`src/rtl/rtcis_pkg.sv`:
```
package rtcis_pkg;

  // Fixed 7-bit bus address; with the direction bit it reads as A3h / A2h
  localparam logic [6:0] SLV_ADDR   = 7'h51;
  localparam logic [3:0] BYTE_BITS  = 4'h8;
  localparam logic [3:0] LAST_BIT   = 4'h7;

  // Which byte of the transfer is being received
  localparam logic [1:0] KIND_SLAVE = 2'h0;
  localparam logic [1:0] KIND_REG   = 2'h1;
  localparam logic [1:0] KIND_DATA  = 2'h2;

  // Idle bus level seen by the synchronisers at reset
  localparam logic       BUS_IDLE   = 1'b1;

  typedef enum logic [5:0] {
    ST_IDLE = 6'h01,
    ST_RX   = 6'h02,
    ST_ACK  = 6'h04,
    ST_TX   = 6'h08,
    ST_MACK = 6'h10,
    ST_WAIT = 6'h20
  } rtcis_state_t;

endpackage : rtcis_pkg

```
`src/rtl/rtcis_slave.sv`:
```
`timescale 1ns/1ps
// Contract
// - Write is start, address with write bit, register byte, data bytes, stop; all acked.
// - Read addressed with direction bit 1 returns data from the current pointer.
// - Pointer increments after every data byte sent in a read.
// - No limit on the number of bytes between start and stop.
// - Only the fixed 7-bit address (A3h read, A2h write) is answered.
// - Pointer also increments after every data byte written.
// - Master acks bytes it wants continued; no ack ends read, line released.
module rtcis_slave #(
  parameter int unsigned AW = 8,
  parameter int unsigned DW = 8
) (
  // Clock and reset
  input  wire logic          I_SYS_CLK,
  input  wire logic          I_RST_N,
  // Serial bus pins, open drain
  input  wire logic          I_SCL,
  output logic               O_SCL_OE,
  input  wire logic          I_SDA,
  output logic               O_SDA_O,
  output logic               O_SDA_OE,
  // Register read side
  output logic [AW-1:0]      O_RD_ADDR,
  input  wire logic [DW-1:0] I_RD_DATA,
  // Register write side
  output logic               O_WR_VALID,
  input  wire logic          I_WR_READY,
  output logic [AW-1:0]      O_WR_ADDR,
  output logic [DW-1:0]      O_WR_DATA
);

  typedef struct packed {
    logic                  scl_m;
    logic                  sda_m;
    logic                  scl_s;
    logic                  sda_s;
    logic                  scl_p;
    logic                  sda_p;
    rtcis_pkg::rtcis_state_t st;
    logic [1:0]            kind;
    logic                  rw;
    logic [3:0]            cnt;
    logic [7:0]            sh;
    logic [AW-1:0]         ptr;
    logic                  mack;
    logic                  sda_oe;
    logic                  scl_oe;
    logic                  v0;
    logic                  v1;
    logic [AW+DW-1:0]      e0;
    logic [AW+DW-1:0]      e1;
  } rtcis_reg_t;

  rtcis_reg_t q;
  rtcis_reg_t d;

  logic scl_rise;
  logic scl_fall;
  logic start_c;
  logic stop_c;
  logic pend;
  logic room;
  logic pop;
  logic byte_done;
  logic [7:0] rx_byte;
  logic push;

  assign scl_rise = q.scl_s & ~q.scl_p;
  assign scl_fall = ~q.scl_s & q.scl_p;
  assign start_c  = q.scl_s & q.scl_p & q.sda_p & ~q.sda_s;
  assign stop_c   = q.scl_s & q.scl_p & ~q.sda_p & q.sda_s;
  assign rx_byte  = q.sh;
  assign pop      = q.v0 & I_WR_READY;
  assign room     = ~q.v1 | pop;
  assign pend     = (q.st == rtcis_pkg::ST_RX) && (q.cnt == rtcis_pkg::BYTE_BITS)
                    && (scl_fall || q.scl_oe);
  // A data byte is only acknowledged once the buffer can take it
  assign byte_done = pend && ((q.kind != rtcis_pkg::KIND_DATA) || room);
  assign push      = byte_done && (q.kind == rtcis_pkg::KIND_DATA);

  ////////////////////////////////////////////////////////////////////////////
  always_comb begin
    d       = q;
    d.scl_m = I_SCL;
    d.sda_m = I_SDA;
    d.scl_s = q.scl_m;
    d.sda_s = q.sda_m;
    d.scl_p = q.scl_s;
    d.sda_p = q.sda_s;
    d.scl_oe = 1'b0;

    // Write buffer drains first so a push in the same cycle sees the free slot
    if (pop) begin
      d.e0 = q.e1;
      d.v0 = q.v1;
      d.v1 = 1'b0;
    end

    if (start_c) begin
      d.st   = rtcis_pkg::ST_RX;
      d.kind = rtcis_pkg::KIND_SLAVE;
      d.cnt  = 4'h0;
    end else if (stop_c) begin
      d.st = rtcis_pkg::ST_IDLE;
    end else begin
      case (q.st)
        rtcis_pkg::ST_RX: begin
          if (scl_rise && q.cnt != rtcis_pkg::BYTE_BITS) begin
            d.sh  = {q.sh[6:0], q.sda_s};
            d.cnt = q.cnt + 4'h1;
          end
          if (byte_done) begin
            case (q.kind)
              rtcis_pkg::KIND_SLAVE: begin
                if (rx_byte[7:1] == rtcis_pkg::SLV_ADDR) begin
                  d.st = rtcis_pkg::ST_ACK;
                  d.rw = rx_byte[0];
                end else begin
                  d.st = rtcis_pkg::ST_WAIT;
                end
              end
              rtcis_pkg::KIND_REG: begin
                d.ptr = rx_byte[AW-1:0];
                d.st  = rtcis_pkg::ST_ACK;
              end
              default: begin
                // Address advances per written byte, wrapping from the top back to zero
                if (d.v0) begin
                  d.e1 = {q.ptr, rx_byte[DW-1:0]};
                  d.v1 = 1'b1;
                end else begin
                  d.e0 = {q.ptr, rx_byte[DW-1:0]};
                  d.v0 = 1'b1;
                end
                d.ptr = q.ptr + AW'(1);
                d.st  = rtcis_pkg::ST_ACK;
              end
            endcase
          end else if (pend) begin
            // Buffer full: stretch the clock low rather than lose the byte
            d.scl_oe = 1'b1;
          end
        end
        rtcis_pkg::ST_ACK: begin
          if (scl_fall) begin
            d.cnt = 4'h0;
            if (q.rw) begin
              d.st = rtcis_pkg::ST_TX;
              d.sh = I_RD_DATA;
            end else begin
              d.st   = rtcis_pkg::ST_RX;
              d.kind = (q.kind == rtcis_pkg::KIND_SLAVE) ? rtcis_pkg::KIND_REG
                                                         : rtcis_pkg::KIND_DATA;
            end
          end
        end
        rtcis_pkg::ST_TX: begin
          if (scl_fall) begin
            d.sh  = {q.sh[6:0], 1'b1};
            d.cnt = q.cnt + 4'h1;
            if (q.cnt == rtcis_pkg::LAST_BIT) begin
              d.st  = rtcis_pkg::ST_MACK;
              d.ptr = q.ptr + AW'(1);
            end
          end
        end
        rtcis_pkg::ST_MACK: begin
          if (scl_rise) begin
            d.mack = ~q.sda_s;
          end
          if (scl_fall) begin
            d.cnt = 4'h0;
            if (q.mack) begin
              d.st = rtcis_pkg::ST_TX;
              d.sh = I_RD_DATA;
            end else begin
              d.st = rtcis_pkg::ST_WAIT;
            end
          end
        end
        rtcis_pkg::ST_WAIT: d.st = rtcis_pkg::ST_WAIT;
        rtcis_pkg::ST_IDLE: d.st = rtcis_pkg::ST_IDLE;
        default: d.st = rtcis_pkg::ST_IDLE;
      endcase
    end

    // Pin drive follows the next state so it changes with the clock fall
    d.sda_oe = (d.st == rtcis_pkg::ST_ACK) ||
               ((d.st == rtcis_pkg::ST_TX) && ~d.sh[7]);
  end

  always_ff @(posedge I_SYS_CLK or negedge I_RST_N) begin
    if (!I_RST_N) begin
      q       <= '0;
      q.scl_m <= rtcis_pkg::BUS_IDLE;
      q.sda_m <= rtcis_pkg::BUS_IDLE;
      q.scl_s <= rtcis_pkg::BUS_IDLE;
      q.sda_s <= rtcis_pkg::BUS_IDLE;
      q.scl_p <= rtcis_pkg::BUS_IDLE;
      q.sda_p <= rtcis_pkg::BUS_IDLE;
      q.st    <= rtcis_pkg::ST_IDLE;
    end else begin
      q <= d;
    end
  end

  ////////////////////////////////////////////////////////////////////////////
  assign O_SCL_OE   = q.scl_oe;
  assign O_SDA_OE   = q.sda_oe;
  // Open drain: the pin is only ever pulled low
  assign O_SDA_O    = 1'b0;
  assign O_RD_ADDR  = q.ptr;
  assign O_WR_VALID = q.v0;
  assign O_WR_ADDR  = q.e0[AW+DW-1:DW];
  assign O_WR_DATA  = q.e0[DW-1:0];
endmodule // rtcis_slave

```
`config.mk`:
```
export PLATFORM = sky130hd
export DESIGN_NAME = rtcis_slave
export DESIGN_NICKNAME = d
export VERILOG_FILES = /design/src/rtl/rtcis_pkg.sv /design/src/rtl/rtcis_slave.sv
export SDC_FILE = /design/constraint.sdc
export NUM_CORES = 1
export LEC_CHECK = 0
export ABC_CLOCK_PERIOD_IN_PS = 6900
export BUFFER_PORTS_ARGS = -buffer_cell sky130_fd_sc_hd__buf_4
export CAP_MARGIN = 0
export CORE_MARGIN = 4
export CORE_UTILIZATION = 45
export CTS_CLUSTER_SIZE = 30
export DETAILED_ROUTE_END_ITERATION = 8
export SLEW_MARGIN = 15
export SYNTH_ARGS = -nofsm -noshare
export SYNTH_HDL_FRONTEND = slang
export SYNTH_SLANG_ARGS = --single-unit
```
`constraint.sdc`:
```
create_clock -name I_SYS_CLK -period 6.9 [get_ports I_SYS_CLK]
set_clock_uncertainty 0.15 [all_clocks]
set_input_delay 1.035 -clock I_SYS_CLK [delete_from_list [all_inputs] [get_ports I_SYS_CLK]]
set_output_delay 1.035 -clock I_SYS_CLK [all_outputs]
set_load 0.01 [all_outputs]
```
# Yosys cells after proc, flatten, opt, wreduce, memory -nomap -nowiden
# Index checks and enable logic that the tools add are counted.
[op_classes]
addsub = 2
bitwise_logic = 18
n_eq_ne = 28
muxes = 46
n_reduce_logical = 22
[op_table]
columns = ["operator", "count"]
rows = [
  ["35-bit two-way mux", 3],
  ["34-bit two-way mux", 2],
  ["6-bit two-way mux", 8],
  ["8-bit two-way mux", 6],
  ["12-bit case mux with 4 select lines", 1],
  ["12-bit two-way mux", 3],
  ["16-bit two-way mux", 2],
  ["8-bit case mux with 2 select lines", 2],
  ["6-bit case mux with 5 select lines", 1],
  ["24-bit two-way mux", 1],
  ["20-bit two-way mux", 1],
  ["2-bit != test (second input constant)", 10],
  ["18-bit two-way mux", 1],
  ["6-bit AND reduction", 3],
  ["17-bit two-way mux", 1],
  ["6-bit by 3-bit == test with 1-bit output (second input constant)", 2],
  ["6-bit by 4-bit == test with 1-bit output (second input constant)", 2],
  ["1-bit two-way mux", 9],
  ["3-bit != test (second input constant)", 3],
  ["1-bit inverter", 9],
  ["9-bit AND reduction", 1],
  ["8-bit by 1-bit adder with 8-bit output (second input constant)", 1],
  ["1-bit bitwise AND", 8],
  ["4-bit two-way mux", 2],
  ["22 further kinds", 34],
]
[totals]
out_inout_bits = 28
wordCells = 136
reg_bits = 72
inputBits = 13

# Depth between registers and ports, before layout
# Gate-level depths: netlist of run 1.
[logic_depth]
ltp_word = 12
mapped_depth = 9

# Worst setup path after synthesis of run 1
# Ideal clock, no wire load.
[synth_path]
path_type = "input to register"
start = "input port I_WR_READY"
end = "register q, in the netlist O_RD_ADDR[6]"
arrival_ns = 2.587
path_buffers = 0
setup_ns = 0.125
stages = 5
slack_ns = 4.038
path_cell_list = "a21bo_2 > o221ai_1 > o41ai_2 > and2_0 > mux2_2"
[synth_via]
elab_chain_cells = 6
[synth_rtl]
columns = ["item", "line", "source"]
rows = [
  ["from (decl)", "rtcis_slave.sv:28", "input wire logic I_WR_READY,"],
  ["1-bit bitwise AND", "rtcis_slave.sv:74", "assign pop = q.v0 & I_WR_READY;"],
  ["1-bit OR", "rtcis_slave.sv:75", "assign room = ~q.v1 | pop;"],
  ["1-bit logical OR", "rtcis_slave.sv:79", "assign byte_done = pend && ((q.kind != rtcis_pkg::KIND_DATA) || room);"],
  ["1-bit logical AND", "rtcis_slave.sv:79", ""],
  ["2-bit != test (no line)", "--", ""],
  ["7-bit AND reduction (no line)", "--", ""],
  ["to (decl)", "rtcis_slave.sv:55", "rtcis_reg_t q;"],
]
# Every way passes these cells.
# A chain may end at the register's enable or synchronous reset.

# Worst setup path in the final report of run 1
[layout_path]
start = "register q[67] (netlist name)"
end = "register q, in the netlist O_RD_ADDR[6]"
[layout_via]
elab_chain_cells = 6
elab_cells_between_ends = 14
classes_between = "eq/ne (2); bitwise (8); reduce/logical (4)"
[layout_rtl]
columns = ["item", "line", "source"]
rows = [
  ["1-bit bitwise AND", "rtcis_slave.sv:70", "assign scl_fall = ~q.scl_s & q.scl_p;"],
  ["1-bit logical OR", "rtcis_slave.sv:77", "&& (scl_fall || q.scl_oe);"],
  ["1-bit logical AND", "rtcis_slave.sv:77", ""],
  ["1-bit logical AND", "rtcis_slave.sv:79", ""],
  ["2-bit != test (no line)", "--", ""],
  ["7-bit AND reduction (no line) *", "--", ""],
]
# Mark *: on every way between the ends. The rest lies on a longest branch, timed or not.

==> run metrics, run 1 <==
CTS tree done; slowest stage delay, CP 0.77 ns; n_diodes 0; Post-DRT Antenna Nets 0; hold endpoint d[66]$_DFF_PN1_; minimum clock period 3.352 ns; Clk pin slew, worst setup/hold paths 0.07 ns; Tcrit/Tclk final around half; wire per inst ~18 µm; VDD IR-drop max ~130 µV; Avg Inst Size Synth between 10 and 15 µm²; leading area contributor after synthesis dfrtp_1; area grow syn2layout 10.16%; setup violators final 0; # Post-CTS Setup Buffers 0; clk root buf clkbuf_8; Resized Gates After CTS 0; Hold Vio Cnt, Final 0; synth unique cells 64; critical-path cell list nor2b_1, o221ai_1, o41ai_2, and2_0, mux2_2; number of fill cells between 700 and 800; FF-to-FF setup slack 3.55 ns; Cell Pwr Density about 190 mW/mm²; Post-Syn Nets slightly below 400; HP Class flop to flop; worst r2r src q[67]$_DFF_PN1_; CTS Buffer Depth 2; EDFF count, synth 0; # H-tree levels 3; Final Max Tran Viols 0; initial core utilization 46.44%; area of the multi-input gates roughly 0.0017 mm²; Post-synth ARST share 100.0%; Seq/Total Area, Yosys between 40 and 50%; max_slew headroom a little over a third; Sink Count between 70 and 80; largest net degree at the start of global routing between 70 and 80; crit end category flop; site row count 33; Nets a little under 400; total number of vias ~2800; Core Footprint around 0.0082 mm²; vias in the first global route around 2900; Pre-antenna DRT Iters 7; Reg area around 0.0018 mm²; layout cells sized above 1 between 20% and 30%; R2R depth 5; min-delay src d[68]$_DFF_PN1_; maxcap violations 0; Port Buf Inserts 39; RSZ-0062 raised after global routing no; cells after synthesis 370; CP arrival between 3 and 4 ns; TNS Setup 0 ns; crit path max fanout 11; hold_ws between 0.2 and 0.25 ns; Hold-fix buffers, CTS 0; critical path class flop to flop; DRC 0; CTS buffer count 9; Final Wtd Congestion just over 0.9; first-pass GRT wire length 15.06 mm; crit path launch type flop; grt ovf 0; WP data required between 6 and 7 ns; Leak Pwr roughly 2.1 nW; die height around 100 µm; #FFs+latches synth between 70 and 80; Hold Path Depth 0; Global Route Usage Sum 19.20%; hpwl dp a little under 6 mm; Tightest Pin Transition 0.9724 ns; reg-to-reg endpoint O_RD_ADDR[6]$_DFFE_PN0P_; largest cells by area after synthesis dfrtp_1 43%, mux2_2 5.6%, buf_4 4.9%; Via density 5.772; Die Area about 0.01 mm²; DRT iter0 DRCs 220; Die Wd around 100 µm; top cell type's share of synthesized area between 40 and 50%; ys flop type dfrtp_1; fmax ~300 MHz; Slowest cell on crit path o41ai_2; io pins ~40; Worst-Skew Late Latency approximately 0.36 ns; YS warnings 0; antenna violations before repair 0; mapped cell area 0.003816 mm²; status complete, no violations; final wirelength 8.691 mm
-- how the worst max path moves through the flow --
stage	startpoint	endpoint	slack [ns]	cells after the start
after global routing	q[67]$_DFF_PN1_	O_RD_ADDR[6]$_DFFE_PN0P_	3.37	5
after CTS	q[67]$_DFF_PN1_	O_RD_ADDR[6]$_DFFE_PN0P_	3.62	5
after floorplan	I_WR_READY	O_RD_ADDR[6]$_DFFE_PN0P_	4.04	5
final	q[67]$_DFF_PN1_	O_RD_ADDR[6]$_DFFE_PN0P_	3.55	5
after global placement	I_WR_READY	O_RD_ADDR[6]$_DFFE_PN0P_	3.70	6
after detailed placement	q[67]$_DFF_PN1_	q[6]$_DFFE_PN0P_	3.64	5
-- cells in the final DEF, fill, tap and decap left out, types with 3 or more instances in the layout --
master     n
a21oi_1   14
dfrtp_1   65
inv_1     12
a22o_1    11
buf_4     40
nand2_1   33
a21o_1    10
and2_1     4
mux2i_1   17
nor4_1     4
o21a_1     3
nor2_1    14
a211oi_1   3
a31oi_1    3
clkbuf_8   9
nor2b_1    4
dfstp_2    7
nand2b_1   3
nand4_1    3
or3_1      4
o31ai_1    4
nand3_1    9
nand3b_1   4
ha_1       3
o211ai_1   4
mux2_2    19
o21ai_0   24
and3b_1    3
-- cells by family after synthesis --
kind of cell	share of synthesized area, %
xor+xnor	0.9182
fa+ha+maj	0.9837
simple gates	14.26
buf+inv	7.639
mux	10.07
other cells	0.09827
flops	47.44
compound gates	18.59
-- per-stage QoR --
stage	area (µm²)	power (mW)	setup slack (ns)	instances	util [%]
floorplan	3816	0.4456	4.038	370	-
global placement	4008	0.4614	3.703	475	48.77
detailed placement	4008	0.4621	3.641	475	48.77
CTS	4198	0.7932	3.624	491	51.09
global route	4204	0.8163	3.375	491	51.16
finish	4204	0.7854	3.548	491	51.16
-- critical path: cells and delay by family (launching register included) --
kind            cells  cell delay [ns]
mux                 1             0.36
flops               1             0.60
compound gates      2             1.13
simple gates        2             0.98
-- sequential cells by signal (all words and copies together) (netlist names) --
name        count
O_SDA_OE        1
rx_byte         8
O_WR_VALID      1
O_SCL_OE        1
O_RD_ADDR       8
O_WR_DATA       8
O_WR_ADDR       8
d               4
q              33
-- layer usage --
layer  part of all wire, %  wire, µm  GRT usage, %  up-vias
met5                     0         0             0        -
met4                   1.9       164         6.943        0
met2                    42      3659         27.24       94
met1                    50      4312         27.99     1364
met3                   6.4       555         5.490       18
li1                      -         -             -     1358
-- synthesized netlist by cell type (all sizes together) (2+ instances only) --
| library cell | n |
|---|---|
| a211oi | 3 |
| a21o | 10 |
| a21oi | 14 |
| a22o | 11 |
| a31oi | 3 |
| a32oi | 2 |
| and2 | 5 |
| and3 | 2 |
| and3b | 3 |
| buf | 27 |
| clkbuf | 13 |
| dfrtp | 65 |
| dfstp | 7 |
| ha | 3 |
| inv | 12 |
| mux2 | 19 |
| mux2i | 17 |
| nand2 | 33 |
| nand2b | 3 |
| nand3 | 9 |
| nand3b | 4 |
| nand4 | 3 |
| nand4b | 2 |
| nor2 | 14 |
| nor2b | 4 |
| nor4 | 6 |
| nor4b | 2 |
| o211a | 2 |
| o211ai | 4 |
| o21a | 3 |
| o21ai | 24 |
| o21bai | 2 |
| o22ai | 3 |
| o31ai | 4 |
| o41ai | 2 |
| or3 | 4 |
| xnor2 | 2 |
| xor2 | 2 |
-- where the power goes --
| part | switching, mW | internal, mW | total, mW |
|---|---|---|---|
| registers | 0.00375 | 0.426 | 0.430 |
| clock network | 0.164 | 0.168 | 0.332 |
| logic | 0.0159 | 0.00803 | 0.0240 |
| total | 0.184 | 0.602 | 0.785 |
-- cell type report --
| type | count | area share [%] |
|---|---|---|
| sequential | 72 | 43.07 |
| clock inverter | 5 | 1.399 |
| clock buffer | 11 | 3.125 |
| inverter | 12 | 1.071 |
| tap | 105 | 3.125 |
| multi-input combinational | 246 | 41.07 |
| timing repair buffer | 40 | 7.143 |
Power figures use the tool's default switching activity.
==> inputs of run 2 (changes only) <==
ABC_AREA = 1   (was unset)
ABC_CLOCK_PERIOD_IN_PS = 3100   (was 6900)
clock period = 3.1 ns   (was 6.9 ns; I/O delays follow)
==> run 2 against run 1 <==
  * Sequential power rose by 140%
  * Clock-buffer cell count did not move
  * Sequential cell count did not move
  * Global-route usage fell by 2.0 points
  * Synthesized cell count rose by 35%
  * Routed wire length rose by 4.6%
  * Design area rose by 11%
  * Non-clock buffer count did not move
  * Register-to-register slack got worse by 3.0 ns
==> run metrics, run 2 <==
CTS tree done; leading area contributor after synthesis dfrtp_1; hpwl dp 6.474 mm (+11%); die height 105.3 µm (+5.2%); EDFF count, synth 0 (unchanged); largest register by flop count q; Leak Pwr 2.319 nW (+9.0%); Nets 534 (+35%); cells after synthesis 501 (+35%); Core Footprint 0.009240 mm² (+12%); crit end category flop; commonest cells after routing, fill and taps aside 132 x nand2_1, 65 x dfrtp_1, 47 x inv_1; # H-tree levels 3 (unchanged); R2R depth 9 (+4); Hold Vio Cnt, Final 0 (unchanged); largest cells by area after synthesis dfrtp_1 38%, nand2_1 12%, o21ai_2 4.9%; maxcap violations 0 (unchanged); area grow syn2layout 9.783%; CP Buf/Inv Count 1 (+1); final wirelength 9.095 mm (+4.6%); Die Area 0.01108 mm² (+11%); number of fill cells 892 (+18%); status complete, no violations; crit path max fanout 32 (+21); layout cells sized above 1 28.11% (+5.6 points); antenna violations before repair 0 (unchanged); Die Wd 105.3 µm (+5.2%); initial core utilization 46.09% (-0.35 points); DP Area 0.004454 mm² (+11%); Hold Path Depth 1 (+1); crit path to O_WR_ADDR[5]$_DFF_PN0_; Post-Syn Nets 517 (+34%); synth unique cells 39 (-39%); #FFs+latches synth 72 (unchanged); slowest stage delay, CP 0.57 ns (-0.20 ns); Tcrit/Tclk final 82.35% (+34 points); top cells by count, synth 132 x nand2_1, 65 x dfrtp_1, 47 x inv_1, 29 x nand3_1, 27 x buf_4; setup violators final 0 (unchanged); Sink Count 72 (unchanged); Final Wtd Congestion 0.8613 (-6.9%); dpl ws 0.5583 ns (-3.082 ns); met3 GRT Util 2.756% (-2.7 points); Post-DRT Antenna Nets 0 (unchanged); reg-to-reg endpoint O_WR_ADDR[5]$_DFF_PN0_; io pins 41 (unchanged); hold_ws 0.06283 ns (-0.1448 ns); Final Power 2.148 mW (+170%); GR peak layer met2; Global Route Usage Sum 17.24% (-2.0 points); HP Class input pin to flop; Via density 5.020 (-13%); WP data required 3.16 ns (-3.82 ns); YS warnings 0 (unchanged); crit path launch q[67]$_DFF_PN1_; grt ovf 0 (unchanged); Cell Pwr Density 459.4 mW/mm² (+150%); Post-synth ARST share 100.0% (unchanged); VDD IR-drop max 267.7 µV (+110%); minimum clock period 2.553 ns (-0.7987 ns); total number of vias 3273 (+15%); final instance area 0.004676 mm² (+11%); # Post-CTS Setup Buffers 0 (unchanged); CP arrival 2.62 ns (-0.81 ns); Port Buf Inserts 39 (unchanged); site row count 35 (+6.1%); max_slew headroom 39.59% (+4.6 points); Clk pin slew, worst setup/hold paths 0.09 ns (+0.02 ns); DRT iter0 DRCs 179 (-19%); fmax 391.7 MHz (+31%); CP Depth 9 (+4); most frequent CP cell nand2_1; wire per inst 13.95 µm (-21%); Seq/Total Area, Yosys 42.51% (-4.9 points); CP delay by family, top simple AND/OR/NAND/NOR gates; count leader, synth nand2_1; DRC 0 (unchanged); Tightest Pin Transition 0.9061 ns (-0.06628 ns); first-pass GRT wire length 15.38 mm (+2.1%); GR Util met1 22.96% (-5.0 points); CTS Buffer Depth 2 (unchanged); Avg Inst Size Synth 8.501 µm² (-18%); critical-path cell list nand2_1, nand2_1, nand2_1, inv_1, nand3_4, nor2_4, nand4_4, nand2_2, o21ai_2; top cell type's share of synthesized area 38.19% (-4.4 points); placed instance count 636 (+34%); Worst-Skew Late Latency 0.35 ns (about the same); vias in the first global route 3199 (+11%); Resized Gates After CTS 0 (unchanged); final core utilization 50.60% (-0.56 points); n_diodes 0 (unchanged); met2 Usage GRT 27.96% (+0.72 points); worst r2r src q[67]$_DFF_PN1_; Final Max Tran Viols 0 (unchanged); critical path class flop to flop; clk root buf clkbuf_8; Slowest cell on crit path dfstp_2; CTS buffer count 9 (unchanged); crit path launch type flop; TNS Setup 0 ns (unchanged); Pre-antenna DRT Iters 4 (-3); Largest register FFs 33 (unchanged); commonest non-fill, non-tap cell in the layout nand2_1; ys flop type dfrtp_1; mapped cell area 0.004259 mm² (+12%); largest net degree at the start of global routing 73 (unchanged); Hold-fix buffers, CTS 0 (unchanged); post-route non-filler standard cell count 652 (+33%); FF-to-FF setup slack 0.55 ns (-3.00 ns); setup ws final 0.5472 ns (-3.001 ns); RSZ-0062 raised after global routing no
-- run 2: how the worst min path moves through the flow --
stage / startpoint / endpoint / slack (ns)
CTS: I_SDA / d[68]$_DFF_PN1_ / 0.05
finish: I_SDA / d[68]$_DFF_PN1_ / 0.06
floorplan: I_RST_N / O_RD_ADDR[0]$_DFFE_PN0P_ / 0.02
detailed placement: d[68]$_DFF_PN1_ / d[66]$_DFF_PN1_ / 0.20
global route: I_SDA / d[68]$_DFF_PN1_ / 0.05
global placement: d[69]$_DFF_PN1_ / d[67]$_DFF_PN1_ / 0.20
-- run 2: power by group --
group / internal, mW / switching, mW / leakage, nW
Sequential: 0.990 / 0.0577 / 0.953
Clock: 0.474 / 0.359 / 0.106
Combinational: 0.0770 / 0.191 / 1.26
Total: 1.54 / 0.607 / 2.32
-- run 2: logic make-up (layout without fill, tap and decap cells) --
family | count (synthesis) | count (layout) | synth area share, %
compound gates | 79 | 79 | 11.84
xor+xnor | 4 | 4 | 0.8227
simple gates | 239 | 239 | 28.70
mux | 16 | 16 | 4.230
other cells | 1 | 1 | 0.08805
buf+inv | 87 | 109 | 10.93
flops | 72 | 72 | 42.51
fa+ha+maj | 3 | 3 | 0.8814
-- run 2: worst register-to-register path, stage by stage, from the launching register on --
cell and delay (ns):
dfstp_2 0.57, nand2_1 0.22, nand2_1 0.12, nand2_1 0.13
inv_1 0.13, nand3_4 0.10, nor2_4 0.14, nand4_4 0.54
nand2_2 0.26, o21ai_2 0.07
-- run 2: final cells by class --
class / instances / area, µm² / area share [%]
timing repair buffer: 40 / 300.3 / 6.422
clock buffer: 11 / 141.4 / 3.024
sequential: 72 / 1810 / 38.72
clock inverter: 5 / 80.08 / 1.713
inverter: 53 / 198.9 / 4.255
multi-input combinational: 342 / 1983 / 42.41
tap: 129 / 161.4 / 3.452
-- run 2: routing by layer --
metal / part of all wire [%] / vias to the layer above / wire, µm
li1: - / 1648 / -
met1: 47 / 1548 / 4256
met2: 48 / 61 / 4323
met3: 3.5 / 16 / 314
met4: 2.2 / 0 / 201
met5: 0 / - / 0
==> inputs of run 3 (changes only) <==
ABC_CLOCK_PERIOD_IN_PS = 2300   (was 3100)
PLACE_DENSITY = 0.66   (was unset)
clock period = 2.3 ns   (was 3.1 ns; I/O delays follow)
==> run 3 against run 2 <==
  * Sequential share of layout area decreased by 0.65 points
  * First-iteration DRC count increased by 22%
  * Fmax increased by 24%
  * Clock-buffer cell count decreased by 2
  * Total power increased by 27%
  * Register-to-register slack got worse by 0.30 ns
  * Largest cell class unchanged
==> run metrics, run 3 (synthesized netlist as in run 2, its figures left out) <==
setup ws final 0.2427 ns (-0.3045 ns); Final Wtd Congestion 0.8659 (+0.53%); FF-to-FF setup slack 0.24 ns (-0.30 ns); minimum clock period 2.057 ns (-0.4955 ns); antenna violations before repair 0 (unchanged); hpwl dp 6.748 mm (+4.2%); hold endpoint rx_byte[0]$_DFFE_PN0P_; Core Footprint 0.009240 mm² (unchanged); Nets 546 (+2.2%); crit end category flop; clk root buf clkbuf_8; Leak Pwr 2.364 nW (+2.0%); fmax 486.1 MHz (+24%); Tcrit/Tclk final 89.45% (+7.1 points); Largest register FFs 33 (unchanged); GR peak layer met2; Cell Pwr Density 575.0 mW/mm² (+25%); Sink Count 72 (unchanged); largest net degree at the start of global routing 41 (-44%); HP Class input pin to flop; critical path class flop to flop; total number of vias 3324 (+1.6%); io pins 41 (unchanged); largest register by flop count q; # H-tree levels 3 (unchanged); Global Route Usage Sum 17.64% (+0.40 points); reg-to-reg endpoint O_RD_ADDR[5]$_DFFE_PN0P_; grt ovf 0 (unchanged); commonest non-fill, non-tap cell in the layout nand2_1; n_diodes 0 (unchanged); TNS Setup 0 ns (unchanged); number of fill cells 886 (-0.67%); Final Max Tran Viols 0 (unchanged); dpl ws 0.2746 ns (-0.2837 ns); area grow syn2layout 11.66%; CP Buf/Inv Count 2 (+1); layout cells sized above 1 29.35% (+1.2 points); maxcap violations 0 (unchanged); initial core utilization 46.09% (unchanged); hold_ws 0.04710 ns (-0.01573 ns); Hold Path Depth 3 (+2); met2 Usage GRT 28.32% (+0.36 points); area of the multi-input gates 0.001983 mm² (unchanged); R2R depth 8 (-1); final wirelength 9.177 mm (+0.90%); Resized Gates After CTS 0 (unchanged); CP arrival 2.15 ns (-0.47 ns); Clk pin slew, worst setup/hold paths 0.09 ns (about the same); setup violators final 0 (unchanged); most frequent CP cell nand2_1; first-pass GRT wire length 15.75 mm (+2.4%); Hold-fix buffers, CTS 3 (+3); status complete, no violations; wire per inst 13.82 µm (-0.92%); Worst-Skew Late Latency 0.36 ns (about the same); CP delay by family, top simple AND/OR/NAND/NOR gates; slowest stage delay, CP 0.57 ns (about the same); final core utilization 51.47% (+0.87 points); RSZ-0062 raised after global routing no; WP data required 2.40 ns (-0.76 ns); Hold Vio Cnt, Final 0 (unchanged); DRT iter0 DRCs 219 (+22%); met3 GRT Util 3.919% (+1.2 points); Die Area 0.01108 mm² (unchanged); Reg area 0.001810 mm² (unchanged); # Post-CTS Setup Buffers 0 (unchanged); critical-path cell list inv_1, nor2_2, nand2_4, inv_2, nand2_1, nand2_1, nand3_2, o21a_1; Slowest cell on crit path dfstp_2; Via density 5.006 (-0.28%); DRC 0 (unchanged); crit path launch type flop; final instance area 0.004756 mm² (+1.7%); die height 105.3 µm (unchanged); min-delay src I_RD_DATA[0]; vias in the first global route 3179 (-0.63%); worst r2r src q[67]$_DFF_PN1_; Port Buf Inserts 39 (unchanged); DP Area 0.004547 mm² (+2.1%); commonest cells after routing, fill and taps aside 132 x nand2_1, 65 x dfrtp_1, 47 x inv_1, 47 x buf_4, 29 x nand3_1; CP Depth 8 (-1); Post-DRT Antenna Nets 0 (unchanged); site row count 35 (unchanged); CTS tree done; Pre-antenna DRT Iters 5 (+1); VDD IR-drop max 296.6 µV (+11%); CTS buffer count 9 (unchanged); crit path max fanout 8 (-75%); GR Util met1 24.22% (+1.3 points); Die Wd 105.3 µm (unchanged); CTS Buffer Depth 2 (unchanged)
## run 3: how the worst max path moves through the flow
stage                           start                  endpoint
finish                q[67]$_DFF_PN1_  O_RD_ADDR[5]$_DFFE_PN0P_
global route          q[67]$_DFF_PN1_    rx_byte[0]$_DFFE_PN0P_
CTS                   q[67]$_DFF_PN1_  O_RD_ADDR[5]$_DFFE_PN0P_
detailed placement    q[67]$_DFF_PN1_  O_RD_ADDR[5]$_DFFE_PN0P_
global placement      q[67]$_DFF_PN1_    rx_byte[1]$_DFFE_PN0P_
floorplan           q[53]$_DFFE_PN0P_    O_WR_DATA[7]$_DFF_PN0_
## run 3: through the flow
| stage | instances | total power, mW |
|---|---|---|
| 2_1_floorplan | 501 | 1.660 |
| 3_3_place_gp | 645 | 1.805 |
| 3_5_place_dp | 645 | 1.814 |
| 4_1_cts | 664 | 2.762 |
| 5_1_grt | 664 | 2.873 |
| 6_report | 664 | 2.735 |
## run 3: routing by layer
layer | up-vias | part of all wire, %
li1 | 1671 | -
met1 | 1572 | 46
met2 | 71 | 48
met3 | 10 | 4.7
met4 | 0 | 1.5
met5 | - | 0
## run 3: layout make-up
type,count,share of cell area (%)
clock buffer,9,2.605
clock inverter,7,1.158
inverter,53,4.183
multi-input combinational,342,41.70
sequential,72,38.07
tap,129,3.394
timing repair buffer,52,8.892
## run 3: where the power goes
group          switching (mW)  total (mW)  internal [mW]
sequential             0.0779        1.41           1.33
clock                   0.545       0.947          0.402
combinational           0.258       0.376          0.117
total                   0.881        2.73           1.85
## run 3: worst register-to-register path, cell delays in order (launching register included)
cell and delay (ns):
dfstp_2 0.57, inv_1 0.05, nor2_2 0.37, nand2_4 0.16, inv_2 0.11, nand2_1 0.09
nand2_1 0.08, nand3_2 0.14, o21a_1 0.23
